## src/logic/blit_vector_pkg.sv

```systemverilog
// Constants for the drawing-engine parameter and control register bank.
// Assumes a 32-bit word-wide memory access port on the core clock.
// Operation
// - A transfer mode write starts a block transfer on current geometry; here the start is dropped while the engine is busy.
// - Status register holds configuration; flags sit in its low byte.
// - Legacy base register gives emulated video memory offset.
// - Display latch register is readable and writable by memory access.
// - Destination register bits 31:16 hold signed destination or start row.
// - Destination bits 15:0 hold signed destination or start column.
// - Transfer width and height count pixels; zero in either renders nothing.
// - Vector length uses a 14-bit field; upper bits reserved.
// - Transfer source register: signed column in 31:16, signed row in 15:0.
// - Vector mode: signed axial error in 31:16, signed slant error in 15:0.
// - Offsets 8140h, 8144h, 8210h, 8214h serve legacy video emulation; only 8210h and 8214h are decoded here.
// - A line draw start write starts a vector on current geometry; here the start is dropped while the engine is busy.
package blit_vector_pkg;
  localparam logic [15:0] OFS_DEST   = 16'h8100;
  localparam logic [15:0] OFS_SIZE   = 16'h8104;
  localparam logic [15:0] OFS_SRC    = 16'h8108;
  localparam logic [15:0] OFS_LINE   = 16'h8204;
  localparam logic [15:0] OFS_XFER   = 16'h8208;
  localparam logic [15:0] OFS_STATE  = 16'h820C;
  localparam logic [15:0] OFS_VBASE  = 16'h8210;
  localparam logic [15:0] OFS_VLATCH = 16'h8214;
  localparam logic [31:0] RESET_WORD = 32'h0000_0000;
  localparam int          HI_LSB     = 16;
  localparam int          LEN_W      = 14;
  localparam int          BUSY_BIT   = 0;
  localparam int          FLAG_BYTE  = 8;
  localparam logic [15:0] ZERO_HALF  = 16'h0000;
  localparam logic [15:0] ONE_HALF   = 16'h0001;
  typedef enum logic [1:0] {
    ST_IDLE = 2'b00,
    ST_XFER = 2'b01,
    ST_LINE = 2'b10
  } eng_state_type;
endpackage

```

## src/logic/op_sequencer.sv

```systemverilog
// Operation sequencer: counts out a started transfer or vector.
// Assumes one-cycle start pulses from the register bank, same clock.
`timescale 1ns/1ns
module op_sequencer
  import blit_vector_pkg::*;
(
  input  wire logic        i_clk,
  input  wire logic        i_arst_n,
  input  wire logic        i_start_xfer,
  input  wire logic        i_start_line,
  input  wire logic [15:0] i_width,
  input  wire logic [15:0] i_height,
  input  wire logic [13:0] i_length,
  output logic             o_busy,
  output logic             o_pixel
);
  eng_state_type state_q, state_d;
  logic [15:0] col_q, col_d, row_q, row_d;
  logic pix_q, pix_d;

  always_comb begin
    state_d = state_q;
    col_d   = col_q;
    row_d   = row_q;
    pix_d   = 1'b0;
    case (state_q)
      ST_IDLE: begin
        col_d = ZERO_HALF;
        row_d = ZERO_HALF;
        // A zero width or height renders nothing at all.
        if (i_start_xfer && i_width != ZERO_HALF &&
            i_height != ZERO_HALF) begin
          state_d = ST_XFER;
        end else if (i_start_line &&
                     i_length != ZERO_HALF[13:0]) begin
          state_d = ST_LINE;
        end
      end
      ST_XFER: begin
        pix_d = 1'b1;
        if (col_q + ONE_HALF == i_width) begin
          col_d = ZERO_HALF;
          if (row_q + ONE_HALF == i_height) begin
            state_d = ST_IDLE;
          end else begin
            row_d = row_q + ONE_HALF;
          end
        end else begin
          col_d = col_q + ONE_HALF;
        end
      end
      ST_LINE: begin
        pix_d = 1'b1;
        if (col_q[13:0] + ONE_HALF[13:0] == i_length) begin
          state_d = ST_IDLE;
        end else begin
          col_d = col_q + ONE_HALF;
        end
      end
      default: state_d = ST_IDLE;
    endcase
  end

  always_ff @(posedge i_clk or negedge i_arst_n) begin
    if (!i_arst_n) begin
      state_q <= ST_IDLE;
      col_q   <= ZERO_HALF;
      row_q   <= ZERO_HALF;
      pix_q   <= 1'b0;
    end else begin
      state_q <= state_d;
      col_q   <= col_d;
      row_q   <= row_d;
      pix_q   <= pix_d;
    end
  end

  assign o_busy  = (state_q != ST_IDLE);
  assign o_pixel = pix_q;
endmodule

```

## src/logic/blit_vector_param_regs.sv

```systemverilog
// Parameter and control register bank of the 2D drawing engine.
// Assumes a simple synchronous word access port from the processor core.
`timescale 1ns/1ns
module blit_vector_param_regs
  import blit_vector_pkg::*;
(
  input  wire logic        i_clk,
  input  wire logic        i_arst_n,
  input  wire logic        i_wr,
  input  wire logic        i_rd,
  input  wire logic [15:0] i_addr,
  input  wire logic [31:0] i_wdata,
  output logic [31:0]      o_rdata,
  output logic             o_busy,
  output logic             o_pixel,
  output logic             o_start_xfer,
  output logic             o_start_line,
  output logic [15:0]      o_dest_row,
  output logic [15:0]      o_dest_col,
  output logic [15:0]      o_width,
  output logic [15:0]      o_height,
  output logic [13:0]      o_line_len,
  output logic [15:0]      o_line_init_err,
  output logic [15:0]      o_source_column,
  output logic [15:0]      o_source_row,
  output logic [31:0]      o_transfer_start_mode,
  output logic [31:0]      o_line_draw_start,
  output logic [31:0]      o_legacy_video_mem_offset,
  output logic [31:0]      o_legacy_display_latch,
  input  wire logic        i_latch_load,
  input  wire logic [31:0] i_latch_data
);
  logic [31:0] dest_q, dest_d, size_q, size_d, src_q, src_d;
  logic [31:0] xmode_q, xmode_d, lmode_q, lmode_d, cfg_q, cfg_d;
  logic [31:0] vbase_q, vbase_d, vlatch_q, vlatch_d, rdata_q, rdata_d;
  logic        sx_q, sx_d, sl_q, sl_d;
  logic        busy;

  function automatic logic hit(input logic [15:0] a, input logic [15:0] o);
    hit = (a[15:2] == o[15:2]);
  endfunction

  // Writes only replace the addressed word, so geometry persists.
  always_comb begin
    dest_d   = dest_q;
    size_d   = size_q;
    src_d    = src_q;
    xmode_d  = xmode_q;
    lmode_d  = lmode_q;
    cfg_d    = cfg_q;
    vbase_d  = vbase_q;
    vlatch_d = vlatch_q;
    sx_d     = 1'b0;
    sl_d     = 1'b0;
    // Starts while busy are dropped; software loads all geometry first.
    if (i_latch_load) begin
      vlatch_d = i_latch_data;
    end
    if (i_wr) begin
      if (hit(i_addr, OFS_DEST))   dest_d = i_wdata;
      if (hit(i_addr, OFS_SIZE))   size_d = i_wdata;
      if (hit(i_addr, OFS_SRC))    src_d  = i_wdata;
      if (hit(i_addr, OFS_XFER)) begin
        xmode_d = i_wdata;
        sx_d    = !busy;
      end
      if (hit(i_addr, OFS_LINE)) begin
        lmode_d = i_wdata;
        sl_d    = !busy;
      end
      if (hit(i_addr, OFS_STATE)) begin
        cfg_d = {i_wdata[31:FLAG_BYTE], RESET_WORD[FLAG_BYTE-1:0]};
      end
      if (hit(i_addr, OFS_VBASE))  vbase_d  = i_wdata;
      if (hit(i_addr, OFS_VLATCH)) vlatch_d = i_wdata;
    end
  end

  always_comb begin
    rdata_d = rdata_q;
    if (i_rd) begin
      rdata_d = RESET_WORD;
      if (hit(i_addr, OFS_DEST))   rdata_d = dest_q;
      if (hit(i_addr, OFS_SIZE))   rdata_d = size_q;
      if (hit(i_addr, OFS_SRC))    rdata_d = src_q;
      if (hit(i_addr, OFS_XFER))   rdata_d = xmode_q;
      if (hit(i_addr, OFS_LINE))   rdata_d = lmode_q;
      // Live engine state in the low byte.
      if (hit(i_addr, OFS_STATE)) begin
        rdata_d = cfg_q;
        rdata_d[BUSY_BIT] = busy;
      end
      if (hit(i_addr, OFS_VBASE))  rdata_d = vbase_q;
      if (hit(i_addr, OFS_VLATCH)) rdata_d = vlatch_q;
    end
  end

  always_ff @(posedge i_clk or negedge i_arst_n) begin
    if (!i_arst_n) begin
      dest_q   <= RESET_WORD;
      size_q   <= RESET_WORD;
      src_q    <= RESET_WORD;
      xmode_q  <= RESET_WORD;
      lmode_q  <= RESET_WORD;
      cfg_q    <= RESET_WORD;
      vbase_q  <= RESET_WORD;
      vlatch_q <= RESET_WORD;
      rdata_q  <= RESET_WORD;
      sx_q     <= 1'b0;
      sl_q     <= 1'b0;
    end else begin
      dest_q   <= dest_d;
      size_q   <= size_d;
      src_q    <= src_d;
      xmode_q  <= xmode_d;
      lmode_q  <= lmode_d;
      cfg_q    <= cfg_d;
      vbase_q  <= vbase_d;
      vlatch_q <= vlatch_d;
      rdata_q  <= rdata_d;
      sx_q     <= sx_d;
      sl_q     <= sl_d;
    end
  end

  op_sequencer u_seq (
    .i_clk        (i_clk),
    .i_arst_n     (i_arst_n),
    .i_start_xfer (sx_q),
    .i_start_line (sl_q),
    .i_width      (size_q[31:HI_LSB]),
    .i_height     (size_q[HI_LSB-1:0]),
    .i_length     (size_q[HI_LSB+LEN_W-1:HI_LSB]),
    .o_busy       (busy),
    .o_pixel      (o_pixel)
  );

  assign o_rdata                   = rdata_q;
  assign o_busy                    = busy;
  assign o_start_xfer              = sx_q;
  assign o_start_line              = sl_q;
  assign o_dest_row                = dest_q[31:HI_LSB];
  assign o_dest_col                = dest_q[HI_LSB-1:0];
  assign o_width                   = size_q[31:HI_LSB];
  assign o_height                  = size_q[HI_LSB-1:0];
  assign o_line_len                = size_q[HI_LSB+LEN_W-1:HI_LSB];
  assign o_line_init_err           = size_q[HI_LSB-1:0];
  assign o_source_column           = src_q[31:HI_LSB];
  assign o_source_row              = src_q[HI_LSB-1:0];
  assign o_transfer_start_mode     = xmode_q;
  assign o_line_draw_start         = lmode_q;
  assign o_legacy_video_mem_offset = vbase_q;
  assign o_legacy_display_latch    = vlatch_q;
endmodule

```

## config.mk

```make
export PLATFORM = sky130hd
export DESIGN_NAME = blit_vector_param_regs
export DESIGN_NICKNAME = d
export VERILOG_FILES = /design/src/logic/blit_vector_pkg.sv /design/src/logic/op_sequencer.sv /design/src/logic/blit_vector_param_regs.sv
export SDC_FILE = /design/constraint.sdc
export NUM_CORES = 1
export LEC_CHECK = 0
export ABC_AREA = 1
export CAP_MARGIN = 20
export CORE_ASPECT_RATIO = 0.6
export CORE_MARGIN = 1
export CORE_UTILIZATION = 45
export CTS_BUF_LIST = sky130_fd_sc_hd__clkbuf_4 sky130_fd_sc_hd__clkbuf_8
export DETAILED_ROUTE_END_ITERATION = 12
export DONT_BUFFER_PORTS = 1
export PLACE_DENSITY_LB_ADDON = 0.25
export SYNTH_ARGS = -nofsm -noshare
export SYNTH_HDL_FRONTEND = slang
export SYNTH_SLANG_ARGS = --single-unit
```

## constraint.sdc

```tcl
create_clock -name i_clk -period 2 [get_ports i_clk]
set_clock_uncertainty 0.2 [all_clocks]
set_input_delay 0.3 -clock i_clk [delete_from_list [all_inputs] [get_ports i_clk]]
set_output_delay 0.3 -clock i_clk [all_outputs]
set_load 0.1 [all_outputs]
```

==> results.ini <==
[worst_setup_path]
crit_type=reg2reg
cp_slowest_cell=dfrtp_2
crit_path_end_kind=flop
cp_max_fo=10
startpoint=u_seq.col_q[0]
slowest_delay_ps=450
crit_path_end=u_seq.col_q[3]
r2r_slack_ps=-500
r2r_start=u_seq.col_q[0]
cp.arrival_ps=2760
worstReg2RegEnd=u_seq.col_q[3]
path_cells=ha_4 > buf_4 > xor2_2 > xor2_1 > inv_1 > nand4_1 > nor2_4 > nand3_1 > nand2_2 > nand2_4 > buf_4 > nand4_1 > nand2_1
reg2reg_depth=13
cp.required_ps=2260
startpoint_type=flop

[clock_network]
numCtsBuffers=49
h-tree-depth=2
clock_latency_ps=590
root_buffer=clkbuf_8
cts.sinks=317
cts_tree=yes
clkTransAtPathRegs_ps=70
clockBufferDepth=3

[synth]
synth_area_per_cell_um2=7.919
synth.area.top_cells=dfrtp_1 (51%), nand2_1 (16%), o21ai_0 (7.7%)
synth_fa_ha_area_frac=0.003986
synth_top_family_by_area=simple AND/OR/NAND/NOR gates
ys_warn_count=0
syn-num-nets=2072
synth-main-ff-cell=dfrtp_1
yosys.area.top_type_share=0.5054
synth_seq_cells=317
synthXorXnorAreaFrac=0.01060
synth.area.mux_share=0.01722
netlist-cell-type-count=40
netlist_instances=1982
ys_seq_area_frac=0.5054
yosysTopAreaCell=dfrtp_1
syn-cell-area_um2=15700
synth_simple_gate_area_share=0.2532
synth-compound-area-share=0.1315
async_flop_share=1.000
synth_edf_count=0

[drt]
wl_per_cell_um=19.96
routed_via_density=5.436
dr_total_vias=16160
final_antenna_net_count=0
drt_iter0_drc=1606
first_pass_iters=6
drc=0
wirelength_um=59350

[power_and_ir_drop]
totalPowerFinal_mw=15.52
pwr_density_cell_nw_per_um2=697.5
cellLeakagePower_nw=10.96
peakVddDrop_mv=0.5011

[final_layout]
layout_commonest_cell=nand2_1
nets=2565
ff_latch_area_um2=7994
fin_util=0.6541
layout-drive-gt1-share=0.2860
fin_area_um2=22260
nFillCells=2794
antennaDiodeCount=0
area_growth_pct=41.79
final_cell_mix=nand2_1 (625), buf_4 (403), dfrtp_1 (274)
multi_input_area_um2=6929

[grt]
grt_pass1_wl_um=90500
gr-max-usage-layer=met2
grt_usage=0.3272
grt_use_met3=0.08897
grt_pass1_vias=15620
overflow=0
grt_max_degree=318
grt_util_met1=0.4318
antenna_found_initial=0
grt.met2_usage=0.5154

[outcome]
violations=negative hold slack, negative setup slack
outcome=finished, violations left

[hold_path]
hold_path_class=in2async

[sta]
finalSetupViolations=34
hold_violations=317
final_max_slew_viol_count=0
maxSlewHeadroom=0.3181
worstMarginPinSlew_ps=1023
period_share=1.249
max_freq_ghz=0.4005
fin_crit_ps=2497
whs_ps=-778.4
layout_setup_ws_ps=-497.2
rsz0062_at_grt=yes

[placed_design]
dp_slack_ps=-519.3
dp_hpwl_um=41330
globalplace.congestion=0.9765
port_buffers=0
place_area_um2=19450

[floorplan]
die_area_um2=35660
die_h_um=146.7
ios=375
die_w_um=243.1
core_area_um2=34030
initial_core_util=0.4613
rows=52

[job]
cap_viol_max_count=0

layout make-up:
class | count | area share
sequential | 317 | 0.3592
multi-input combinational | 1382 | 0.3113
timing repair buffer | 565 | 0.2259
clock buffer | 83 | 0.04627
inverter | 160 | 0.02738
tap | 459 | 0.02580
clock inverter | 7 | 0.004104
through the flow:
stage	instances	TNS, ps
after floorplan	1982	-4520
after global placement	2761	-29780
after detailed placement	2761	-36810
after CTS	2965	-13370
after global routing	2973	-20090
final	2973	-15670
cell families (layout without fill, tap and decap cells):
| kind of cell | count (synthesis) | after routing |
|---|---|---|
| and+or+nand+nor | 954 | 954 |
| xor gates and xnor gates | 14 | 14 |
| adders and majority gates | 5 | 5 |
| DFF | 317 | 317 |
| buffers and inverters | 283 | 815 |
| AOI/OAI and AO/OA | 382 | 382 |
| muxes | 27 | 27 |
where the power goes:
part | internal [mW] | total, mW | switching [mW]
logic | 0.902 | 2.74 | 1.84
clock network | 3.49 | 6.20 | 2.70
registers | 6.51 | 6.58 | 0.0701
synth_stat cells, types with 2 or more instances:
cell and n:
nand2_1 660, dfrtp_1 317, o21ai_0 240, inv_1 157, nor2_1 104, nand3_1 96, a21oi_1 78, clkbuf_1 73
nand4_1 49, buf_4 30, mux2i_1 27, a211oi_1 20, o21ai_2 16, xor2_1 11, buf_2 10, o22ai_1 10
nand2_2 9, nor4_1 8, a21boi_0 7, nor2_2 6, o21ai_1 6, buf_1 5, buf_6 5, ha_1 5
nand3b_1 5, o21bai_1 5, or2_2 5, nor3_1 4, nor2_4 2, xor3_1 2
state kept, by name, indices dropped and copies added (netlist names), 2 cells and up:
register	count
o_line_draw_start	32
u_seq.col_q	16
dest_q	32
u_seq.row_q	16
o_transfer_start_mode	32
u_seq.state_q	2
cfg_q	24
o_rdata	32
size_q	32
src_q	32
o_legacy_video_mem_offset	32
o_legacy_display_latch	32
critical path: cells and delay by family, from the launching register on:
kind,cells,cell delay [ps]
and+or+nand+nor,7,830
DFF,1,450
buffers and inverters,3,400
xor gates and xnor gates,2,290
adders and majority gates,1,190
metal layers:
metal | up-vias | share of wire
li1 | 7412 | -
met1 | 7769 | 0.41
met2 | 833 | 0.46
met3 | 146 | 0.097
met4 | 0 | 0.036
met5 | - | 0
worst min path at each step:
| stage | endpoint | slack [ps] | depth (start not counted) |
|---|---|---|---|
| 6_report | o_transfer_start_mode[3] | -780 | 0 |
| 5_1_grt | o_transfer_start_mode[4] | -810 | 0 |
| 4_1_cts | u_seq.col_q[14] | -820 | 0 |
| 3_5_place_dp | size_q[5] | -180 | 0 |
| 3_3_place_gp | size_q[5] | -180 | 0 |
| 2_1_floorplan | cfg_q[10] | -200 | 0 |
what timing repair did:
| item | in CTS | in global routing |
|---|---|---|
| pin swaps | 5 | 17 |
| endpoints found under the hold margin | 599 | 320 |
| gates cloned | 1 | 1 |
| hold buffers | 105 | 1 |
| setup endpoints to repair | 88 | 43 |
| resized for setup | 77 | 62 |
| setup buffers | 8 | 9 |
(Power assumes the default switching activity.)
